**src/inc/flash_lock_pkg.sv**
```systemverilog
package flash_lock_pkg;

  // ************************************************************
  // Register map and field layout
  // ************************************************************
  localparam logic [7:0] key_lock_offset     = 8'hb6;
  localparam logic [7:0] read_timing_offset  = 8'hb6;
  localparam logic [7:0] key_first           = 8'ha5;
  localparam logic [7:0] key_second          = 8'hf1;
  localparam logic [7:0] reg_reset_value     = 8'h00;
  localparam int         bypass_bit          = 6;
  localparam logic [7:0] read_timing_mask    = 8'h40;

  // ************************************************************
  // Host-side register offsets on APB
  // ************************************************************
  localparam logic [7:0] apb_ctrl_offset     = 8'h00;
  localparam logic [7:0] apb_key_offset      = 8'h04;
  localparam logic [7:0] apb_timing_offset   = 8'h08;
  localparam logic [7:0] apb_flash_offset    = 8'h0c;
  localparam logic [7:0] apb_status_offset   = 8'h10;

  // Control register bits on the host side.
  localparam int         ctrl_write_bit      = 0;
  localparam int         ctrl_erase_bit      = 1;
  localparam int         ctrl_timing_sel_bit = 2;

  // Cycles a write or erase takes in the flash macro.
  localparam logic [3:0] flash_busy_cycles   = 4'h4;

  typedef enum logic [1:0] {
    lock_locked   = 2'b00,
    lock_first    = 2'b01,
    lock_unlocked = 2'b10,
    lock_disabled = 2'b11
  } lock_state_e;

  typedef enum logic [1:0] {
    host_idle   = 2'b00,
    host_issue  = 2'b01,
    host_wait   = 2'b10
  } host_state_e;

endpackage : flash_lock_pkg

```
**src/inc/flash_lock_if.sv**
```systemverilog
`timescale 1ns/10ps
interface flash_lock_if (
  input wire logic pclk,
  input wire logic presetn
);
  import flash_lock_pkg::*;

  // Register port of the flash controller, as seen by the processor core.
  logic       sfr_wr;
  logic       sfr_rd;
  logic [7:0] sfr_addr;
  logic       sfr_sel_timing;
  logic [7:0] sfr_wdata;
  logic [7:0] sfr_rdata;
  // Data-space write that may target flash.
  logic       flash_wr;
  logic [7:0] flash_wdata;
  logic       program_store_write_enable;
  logic       program_store_erase_enable;
  logic       flash_busy;

  modport device (
    input  sfr_wr, sfr_rd, sfr_addr, sfr_sel_timing, sfr_wdata,
    input  flash_wr, flash_wdata, program_store_write_enable, program_store_erase_enable,
    output sfr_rdata, flash_busy
  );

  modport host (
    output sfr_wr, sfr_rd, sfr_addr, sfr_sel_timing, sfr_wdata,
    output flash_wr, flash_wdata, program_store_write_enable, program_store_erase_enable,
    input  sfr_rdata, flash_busy
  );

endinterface : flash_lock_if

```
**src/hdl/flash_lock_device.sv**
```systemverilog
// Operation
// Key A5 then F1 enables flash change
// Relock after one write or erase
// Wrong key write locks until reset
// Write while locked locks until reset
// Software may force lock with non-A5
// Key read returns two-bit lock state
// Bypass zero: one-shot sets read time
// Bypass one: clock sets read time
// Reserved timing bits written as zero
// No filler needed after bypass clear
// Write enable: data write programs byte
// Erase plus write: erases addressed page
// One-shot pulses sense amps per access
// Perform only when unlocked and enabled
`timescale 1ns/10ps
module flash_lock_device (
  flash_lock_if.device             bus,
  input  wire logic                pclk,
  input  wire logic                presetn,
  input  wire logic                flash_access,
  output logic                     program_byte,
  output logic                     erase_page,
  output logic [7:0]               program_data,
  output logic                     sense_enable,
  output logic                     timing_bypass,
  output flash_lock_pkg::lock_state_e lock_state
);
  import flash_lock_pkg::*;

  // ************************************************************
  // State
  // ************************************************************
  lock_state_e lock_reg, lock_next;
  logic [7:0]  timing_reg, timing_next;
  logic [7:0]  rdata_reg, rdata_next;
  logic [3:0]  busy_reg, busy_next;
  logic        busy_flag_reg, busy_flag_next;
  logic        prog_reg, prog_next;
  logic        erase_reg, erase_next;
  logic [7:0]  pdata_reg, pdata_next;
  logic        sense_reg, sense_next;
  logic        key_wr;
  logic        tim_wr;
  logic        op_idle;
  logic        op_start;
  logic        op_refused;
  logic        op_done;

  // ************************************************************
  // Register port decode
  // ************************************************************
  // The key and timing registers share one address; a select picks the page.
  // Both strobes are single-cycle pulses from the host, so no edge detect is needed.
  assign key_wr = bus.sfr_wr && (bus.sfr_addr == key_lock_offset) && !bus.sfr_sel_timing;
  assign tim_wr = bus.sfr_wr && (bus.sfr_addr == read_timing_offset) && bus.sfr_sel_timing;

  // ************************************************************
  // Flash request decode
  // ************************************************************
  // A data write only counts as a flash request while program-store writes are enabled.
  // Requests that arrive while an operation runs are dropped, never queued.
  assign op_idle    = (busy_reg == 4'h0);
  assign op_start   = op_idle && bus.flash_wr && bus.program_store_write_enable
                      && (lock_reg == lock_unlocked);
  assign op_refused = op_idle && bus.flash_wr && bus.program_store_write_enable
                      && (lock_reg != lock_unlocked);
  assign op_done    = (busy_reg == 4'h1);

  // ************************************************************
  // Lock sequencer
  // ************************************************************
  // Next lock state. A key violation on the edge that ends an operation must still win,
  // otherwise the automatic relock would quietly undo the permanent lock.
  always_comb begin
    lock_next = lock_reg;
    if (key_wr) begin
      case (lock_reg)
        lock_locked:   lock_next = (bus.sfr_wdata == key_first) ? lock_first : lock_disabled;
        lock_first:    lock_next = (bus.sfr_wdata == key_second) ? lock_unlocked : lock_disabled;
        lock_unlocked: lock_next = lock_disabled;
        lock_disabled: lock_next = lock_disabled;
        default:       lock_next = lock_disabled;
      endcase
    end
    if (op_refused) begin
      lock_next = lock_disabled;
    end else if (op_done && (lock_next != lock_disabled)) begin
      lock_next = lock_locked;
    end
  end

  // Lock state register; only a device reset leaves the disabled state.
  always_ff @(posedge pclk or negedge presetn) begin
    if (!presetn) begin
      lock_reg <= lock_locked;
    end else begin
      lock_reg <= lock_next;
    end
  end

  // ************************************************************
  // Read timing register
  // ************************************************************
  // Reserved bits are forced to zero so a careless write cannot leak into the read-back.
  always_comb begin
    timing_next = timing_reg;
    if (tim_wr) begin
      timing_next = bus.sfr_wdata & read_timing_mask;
    end
  end

  // Timing register; the one-shot is in use after reset.
  always_ff @(posedge pclk or negedge presetn) begin
    if (!presetn) begin
      timing_reg <= reg_reset_value;
    end else begin
      timing_reg <= timing_next;
    end
  end

  // ************************************************************
  // Register read-back
  // ************************************************************
  // Read data is captured on the read strobe and then held, so the host may take it
  // on any later cycle without racing a lock change.
  always_comb begin
    rdata_next = rdata_reg;
    if (bus.sfr_rd) begin
      if (bus.sfr_sel_timing) begin
        rdata_next = timing_reg;
      end else begin
        rdata_next = {6'h00, lock_reg};
      end
    end
  end

  // Read data register.
  always_ff @(posedge pclk or negedge presetn) begin
    if (!presetn) begin
      rdata_reg <= reg_reset_value;
    end else begin
      rdata_reg <= rdata_next;
    end
  end

  // ************************************************************
  // Flash operation launch
  // ************************************************************
  // The macro is modelled as a fixed busy count. The busy flag is registered beside the
  // counter so that the host sees a clean flip-flop output rather than a compare.
  always_comb begin
    busy_next  = busy_reg;
    prog_next  = 1'b0;
    erase_next = 1'b0;
    pdata_next = pdata_reg;
    if (!op_idle) begin
      busy_next = busy_reg - 4'h1;
    end else if (op_start) begin
      busy_next  = flash_busy_cycles;
      prog_next  = !bus.program_store_erase_enable;
      erase_next = bus.program_store_erase_enable;
      pdata_next = bus.flash_wdata;
    end
    busy_flag_next = (busy_next != 4'h0);
  end

  // Operation registers; program and erase strobes last one cycle.
  always_ff @(posedge pclk or negedge presetn) begin
    if (!presetn) begin
      busy_reg      <= 4'h0;
      busy_flag_reg <= 1'b0;
      prog_reg      <= 1'b0;
      erase_reg     <= 1'b0;
      pdata_reg     <= reg_reset_value;
    end else begin
      busy_reg      <= busy_next;
      busy_flag_reg <= busy_flag_next;
      prog_reg      <= prog_next;
      erase_reg     <= erase_next;
      pdata_reg     <= pdata_next;
    end
  end

  // ************************************************************
  // Read-timing one-shot
  // ************************************************************
  // With a single clock the one-shot cannot be shorter than a cycle, so it is modelled as
  // a strobe that drops out every other access cycle; the bypass keeps it on throughout.
  always_comb begin
    if (timing_reg[bypass_bit]) begin
      sense_next = flash_access;
    end else begin
      sense_next = flash_access && !sense_reg;
    end
  end

  // Sense strobe register.
  always_ff @(posedge pclk or negedge presetn) begin
    if (!presetn) begin
      sense_reg <= 1'b0;
    end else begin
      sense_reg <= sense_next;
    end
  end

  // ************************************************************
  // Outputs
  // ************************************************************
  // Outputs come straight from the flip-flops above.
  assign bus.sfr_rdata  = rdata_reg;
  assign bus.flash_busy = busy_flag_reg;
  assign program_byte   = prog_reg;
  assign erase_page     = erase_reg;
  assign program_data   = pdata_reg;
  assign sense_enable   = sense_reg;
  assign timing_bypass  = timing_reg[bypass_bit];
  assign lock_state     = lock_reg;

endmodule : flash_lock_device

```
**src/flat_wrapper.sv**
```systemverilog
// flat-port wrapper written by rule: the top's interface ports become plain ports
module flash_lock_device_flat import flash_lock_pkg::*;
  (pclk, presetn, flash_access, program_byte, erase_page, program_data, sense_enable, timing_bypass, lock_state, bus_sfr_wr, bus_sfr_rd, bus_sfr_addr, bus_sfr_sel_timing, bus_sfr_wdata, bus_flash_wr, bus_flash_wdata, bus_program_store_write_enable, bus_program_store_erase_enable, bus_sfr_rdata, bus_flash_busy);
  flash_lock_if bus_i (.pclk(pclk), .presetn(presetn));
  input  wire logic pclk;
  input  wire logic presetn;
  input  wire logic flash_access;
  output logic program_byte;
  output logic erase_page;
  output logic [7:0] program_data;
  output logic sense_enable;
  output logic timing_bypass;
  output flash_lock_pkg::lock_state_e lock_state;
  input wire logic [$bits(bus_i.sfr_wr)-1:0] bus_sfr_wr;
  input wire logic [$bits(bus_i.sfr_rd)-1:0] bus_sfr_rd;
  input wire logic [$bits(bus_i.sfr_addr)-1:0] bus_sfr_addr;
  input wire logic [$bits(bus_i.sfr_sel_timing)-1:0] bus_sfr_sel_timing;
  input wire logic [$bits(bus_i.sfr_wdata)-1:0] bus_sfr_wdata;
  input wire logic [$bits(bus_i.flash_wr)-1:0] bus_flash_wr;
  input wire logic [$bits(bus_i.flash_wdata)-1:0] bus_flash_wdata;
  input wire logic [$bits(bus_i.program_store_write_enable)-1:0] bus_program_store_write_enable;
  input wire logic [$bits(bus_i.program_store_erase_enable)-1:0] bus_program_store_erase_enable;
  output wire logic [$bits(bus_i.sfr_rdata)-1:0] bus_sfr_rdata;
  output wire logic [$bits(bus_i.flash_busy)-1:0] bus_flash_busy;
  assign bus_i.sfr_wr = bus_sfr_wr;
  assign bus_i.sfr_rd = bus_sfr_rd;
  assign bus_i.sfr_addr = bus_sfr_addr;
  assign bus_i.sfr_sel_timing = bus_sfr_sel_timing;
  assign bus_i.sfr_wdata = bus_sfr_wdata;
  assign bus_i.flash_wr = bus_flash_wr;
  assign bus_i.flash_wdata = bus_flash_wdata;
  assign bus_i.program_store_write_enable = bus_program_store_write_enable;
  assign bus_i.program_store_erase_enable = bus_program_store_erase_enable;
  assign bus_sfr_rdata = bus_i.sfr_rdata;
  assign bus_flash_busy = bus_i.flash_busy;
  flash_lock_device u_core (.bus(bus_i), .pclk(pclk), .presetn(presetn), .flash_access(flash_access), .program_byte(program_byte), .erase_page(erase_page), .program_data(program_data), .sense_enable(sense_enable), .timing_bypass(timing_bypass), .lock_state(lock_state));
endmodule
```
**config.mk**
```make
export PLATFORM = sky130hd
export DESIGN_NAME = flash_lock_device_flat
export DESIGN_NICKNAME = d
export VERILOG_FILES = /design/src/inc/flash_lock_pkg.sv /design/src/inc/flash_lock_if.sv /design/src/hdl/flash_lock_device.sv /design/src/flat_wrapper.sv
export SDC_FILE = /design/constraint.sdc
export NUM_CORES = 1
export LEC_CHECK = 0
export BUFFER_PORTS_ARGS = -buffer_cell sky130_fd_sc_hd__buf_2
export CORE_MARGIN = 2
export CORE_UTILIZATION = 44
export CTS_CLUSTER_SIZE = 24
export DETAILED_ROUTE_END_ITERATION = 12
export PLACE_DENSITY = 0.74
export SYNTH_ARGS = -nofsm -noshare
export SYNTH_HDL_FRONTEND = slang
export SYNTH_SLANG_ARGS = --single-unit
```
**constraint.sdc**
```tcl
create_clock -name pclk -period 1.8 [get_ports pclk]
set_input_delay 0.36 -clock pclk [delete_from_list [all_inputs] [get_ports pclk]]
set_output_delay 0.36 -clock pclk [all_outputs]
set_load 0.005 [all_outputs]
```
# Word-level counts from Yosys, hierarchy flattened

Index checks and enable logic that the tools add are counted.

Mux-type cells: 14
Add/subtract/negate cells: 1
Reduce and logical (&&, ||, !) cells: 17
Eq/ne operators: 9

Operator list:

| cell                                                                | count |
|---|---|
| 8-bit == test (second input constant)                               | 3 |
| 1-bit logical AND                                                   | 9 |
| 2-bit two-way mux                                                   | 4 |
| 4-bit two-way mux                                                   | 2 |
| 7-bit two-way mux                                                   | 1 |
| 1-bit two-way mux                                                   | 6 |
| 2-bit one-hot mux with 3 select lines                               | 1 |
| 2-bit == test (second input constant)                               | 2 |
| 4-bit by 1-bit == test with 1-bit output (second input constant)    | 1 |
| 4-bit zero test                                                     | 1 |
| 2-bit != test (second input constant)                               | 2 |
| 4-bit nonzero test                                                  | 1 |
| 4-bit by 1-bit subtractor with 4-bit output (second input constant) | 1 |
| 1-bit zero test                                                     | 3 |
| 2-bit by 1-bit == test with 1-bit output (second input constant)    | 1 |
| 2-bit zero test                                                     | 1 |
| 2-bit AND reduction                                                 | 1 |
| 2-bit OR reduction                                                  | 1 |

Bits of input ports: 33
Register bits after elaboration: 27

# Longest topological paths before layout

Word-level depth: 8
Mapped depth: 7

# Worst setup path before layout

Ideal clock, no wire load.

Kind: flip-flop to flip-flop
From: register u_core.busy_reg[0]
To: register u_core.pdata_reg[1], in the netlist u_core.program_data[1]
Slack: 182 ps
Period minus slack after synthesis: 1618 ps
Setup time: 125 ps
Stages on the path, launching flop included: 7
Arrival: 1494 ps
Required time: 1675 ps
Path through: dfrtp_1 > inv_1 > ha_1 > nor3b_2 > nand4_1 > buf_2 > mux2_2

Word-level cells in the longest chain between the ends: 5

RTL lines:

| element                                  | RTL line                 | source |
|---|---|---|
| from (decl)                              | flash_lock_device.sv:37  | `logic [3:0] busy_reg, busy_next;` |
| from (signal assigned)                   | flash_lock_device.sv:177 | `busy_reg <= busy_next;` |
| 4-bit zero test (*)                      | flash_lock_device.sv:63  | `assign op_idle = (busy_reg == 4'h0);` |
| 1-bit logical AND (2 in series)          | flash_lock_device.sv:64  | `assign op_start = op_idle && bus.flash_wr && bus.program_store_write_enable` |
| 1-bit logical AND                        | flash_lock_device.sv:65  | `&& (lock_reg == lock_unlocked);` |
| 2-bit AND reduction (no source line) (*) | n/a                      |  |
| to (signal assigned)                     | flash_lock_device.sv:175 | `pdata_reg <= reg_reset_value;` |
| to (signal assigned)                     | flash_lock_device.sv:181 | `pdata_reg <= pdata_next;` |
| to (decl)                                | flash_lock_device.sv:41  | `logic [7:0] pdata_reg, pdata_next;` |

Mark *: on every way between the ends. The rest lies on a longest branch, timed or not.
A chain may end at the register's enable or synchronous reset.

# Worst setup path in the final report

From: register u_core.busy_reg[0]
To: register u_core.pdata_reg[4], in the netlist u_core.program_data[4]

Same word-level chain as after synthesis.

==> metrics.log <==
[metrics] detailed-placement wirelength estimate: 1.79 mm
[metrics] layout-stage area growth over the synthesis result: 26.0%
[metrics] Yosys warning count: 0
[metrics] fraction of final layout cells sized beyond drive strength 1: 0.447
[metrics] class of the most critical hold timing path: input pin to async pin
[metrics] proportion of total power due to net switching: 0.341
[metrics] via count: 912
[metrics] synthesis-stage register bit count: 22
[metrics] maximum number of pins on one net before global-route repair: 23
[metrics] Largest register FFs: 8
[metrics] Resize count post-CTS: 0
[metrics] post-placement setup slack: 106 ps
[metrics] Filler Cells Inserted: 236
[metrics] Num CTS Buffers: 3
[metrics] Netlist Area Pre-Place: 0.00110 mm^2
[metrics] wire length of the first global-routing pass: 3.53 mm
[metrics] ratio of routed vias to standard cells: 5.07
[metrics] clock skew: 5.01 ps
[metrics] clock latency on the worst-skew pair: 290 ps
[metrics] sinks on the clock net: 22
[metrics] initial core utilization: 0.453
[metrics] setup fix buffers added after clock tree synthesis: 0
[metrics] total negative slack for setup checks: 0 ps
[metrics] combinational share of power: 0.381
[metrics] smallest setup slack after layout: 101 ps
[metrics] CTS tree: done
[metrics] Internal: 1080 uW
[metrics] switching pwr: 557 uW
[metrics] initial detailed-routing violation count: 2
[metrics] Post-Synthesis Cells: 98
[metrics] count of standard-cell rows: 18
[metrics] post-detailed-route DRC marker count: 0
[metrics] sequential share of the synthesized area: 0.500
[metrics] highest fanout seen on the critical path: 12
[metrics] Critical Setup Path Class: flip-flop to flip-flop
[metrics] DR WL/cell: 12.4 um
[metrics] hold violation count in the final report: 0
[metrics] overall fraction of global-route tracks in use: 0.167
[metrics] vias in the first global route: 885
[metrics] power density of the placed cells: 1180 mW/mm^2
[metrics] Die X: 54.0 um
[metrics] outcome: complete, no violations
[metrics] kind of end point of the critical path: flip-flop
[metrics] unrepaired setup endpoints after global routing: false
[metrics] hold buffer count at CTS: 0
[metrics] antenna violations before repair: 0
[metrics] Layout Nets: 188
[metrics] Total Wirelength: 2.24 mm
[metrics] number of input and output port buffers inserted: 50
[metrics] die outline height: 54.0 um
[metrics] Pre-antenna DRT Iters: 2
[metrics] average cell area after synthesis: 11.2 um^2
[metrics] portion of total power attributed to sequential cells: 0.490
[metrics] H-tree depth reported by CTS: 1
[metrics] total grt overflow: 0
[metrics] IO Count: 56
[metrics] CP Launch Type: flip-flop
[metrics] Peak Freq: 589 MHz
[metrics] RD Place Congestion: 0.685
[metrics] data required time of the worst path: 1990 ps
[metrics] number of inserted diodes: 0
[metrics] CTS Root Buffer Type: sky130_fd_sc_hd__clkbuf_4
[metrics] Routed Antenna Nets: 0
[metrics] final max-slew violation count: 0
[metrics] final setup fails: 0
[metrics] Worst-path clk slew: 110 ps
[metrics] maximum number of buffers from clock root to sink: 2
[metrics] VDD IR max: 0.833 mV
[metrics] total core area: 0.00243 mm^2
[metrics] leakage power figure: 0.000715 uW
[metrics] Period Utilization, post-route: 0.944
[metrics] data arrival time of the worst path: 1880 ps
[metrics] die area: 0.00292 mm^2
[metrics] number of max-capacitance violations reported: 0
[metrics] power share of the clock group: 0.129
[metrics] final design utilization: 0.570
[metrics] final critical-path required period: 1700 ps
[metrics] Unique masters post-synth: 35
[placed cells by master, fill, tap and decap left out, drive strengths merged, types with 3 or more instances in the layout]
master / n
buf: 52
clkbuf: 3
conb: 5
dfrtp: 22
ha: 3
inv: 6
mux2: 9
nand2: 5
nand3: 3
nand3b: 3
nand4b: 3
nor2: 5
nor3: 3
o21ai: 8
[cell families (layout without fill, tap and decap cells)]
kind of cell	count (synthesis)	count (layout)	share of synthesized area
simple gates	35	35	0.218
flops	22	22	0.500
compound gates	13	13	0.0659
buf+inv	13	61	0.0693
mux	10	10	0.101
fa+ha+maj	3	3	0.0341
other cells	1	5	0.00341
xor+xnor	1	1	0.00796
[routing by layer]
metal	track usage	wire length, um	vias up
li1	-	-	444
met1	0.179	909	424
met2	0.331	1110	42
met3	0.0167	208	2
met4	0.0625	10	0
met5	0	0	-
[cell type report]
cell class,count,area [um^2],area share
sequential,22,551,0.397
multi-input combinational,67,489,0.353
timing repair buffer,52,265,0.191
tap,30,37.5,0.0271
clock buffer,3,22.5,0.0162
inverter,6,22.5,0.0162
[through the flow]
step	power (uW)	instance area, um^2	std cells	hold slack (ps)
after detailed placement	1440	1370	177	358
after global routing	1780	1390	180	26.0
after global placement	1400	1370	177	342
after floorplan	1190	1120	102	64.4
after CTS	1650	1390	180	23.2
final	1630	1390	180	7.36
[power by group through the flow]
| stage | sequential (uW) | clock (uW) | combinational (uW) |
|---|---|---|---|
| after floorplan | 799 | 0 | 392 |
| after global placement | 800 | 0 | 599 |
| after global routing | 830 | 241 | 709 |
| after detailed placement | 814 | 0 | 625 |
| final | 800 | 211 | 622 |
| after CTS | 803 | 222 | 629 |
[critical path, cell delays in order (launching register included)]
cell,delay (ps)
sky130_fd_sc_hd__dfrtp_1,450
sky130_fd_sc_hd__inv_1,120
sky130_fd_sc_hd__ha_1,220
sky130_fd_sc_hd__nor3b_2,160
sky130_fd_sc_hd__nand4_1,90
sky130_fd_sc_hd__buf_4,200
sky130_fd_sc_hd__mux2_2,350
[synthesized netlist by cell type]
master                      count  area share
sky130_fd_sc_hd__buf_2          1      0.0045
sky130_fd_sc_hd__a21oi_1        2      0.0091
sky130_fd_sc_hd__conb_1         1      0.0034
sky130_fd_sc_hd__or4b_4         1       0.012
sky130_fd_sc_hd__o21ai_1        1      0.0045
sky130_fd_sc_hd__nand4bb_1      1       0.010
sky130_fd_sc_hd__nand2_1        5       0.017
sky130_fd_sc_hd__o21ai_0        7       0.032
sky130_fd_sc_hd__nand3b_1       3       0.020
sky130_fd_sc_hd__nor3_1         2      0.0091
sky130_fd_sc_hd__nor4b_1        1      0.0080
sky130_fd_sc_hd__nand4b_1       3       0.024
sky130_fd_sc_hd__and2_1         1      0.0057
sky130_fd_sc_hd__nand4_1        2       0.011
sky130_fd_sc_hd__mux2i_1        1      0.0091
sky130_fd_sc_hd__a32oi_1        1      0.0080
sky130_fd_sc_hd__buf_4          5       0.034
sky130_fd_sc_hd__a21boi_0       1      0.0068
sky130_fd_sc_hd__nor4bb_1       1      0.0091
sky130_fd_sc_hd__nor2_1         5       0.017
sky130_fd_sc_hd__nor3_4         1       0.015
sky130_fd_sc_hd__nand3_1        3       0.014
sky130_fd_sc_hd__or2b_1         1      0.0068
sky130_fd_sc_hd__buf_6          1       0.010
sky130_fd_sc_hd__mux2_2         9       0.092
sky130_fd_sc_hd__xnor2_1        1      0.0080
sky130_fd_sc_hd__nand2b_1       1      0.0057
sky130_fd_sc_hd__nor3b_1        1      0.0068
sky130_fd_sc_hd__nor2b_1        1      0.0057
sky130_fd_sc_hd__nor3b_2        1       0.011
sky130_fd_sc_hd__a31oi_1        1      0.0057
sky130_fd_sc_hd__and4b_1        1      0.0091
sky130_fd_sc_hd__dfrtp_1       22        0.50
sky130_fd_sc_hd__inv_1          6       0.020
sky130_fd_sc_hd__ha_1           3       0.034
[worst paths after layout]
path / startpoint / end / slack, ps / cells after the start
hold / removal: presetn / u_core.program_byte / 7 / 1
max in group asynchronous: presetn / u_core.sense_enable / 1460 / 1
setup / recovery: u_core.busy_reg[0] / u_core.program_data[4] / 100 / 6
hold reg to reg: u_core.sense_enable / u_core.sense_enable / 470 / 1
setup reg to reg: u_core.busy_reg[0] / u_core.program_data[4] / 100 / 6
min in group pclk: bus_program_store_erase_enable / u_core.program_byte / 210 / 2
Power figures use the tool's default switching activity.
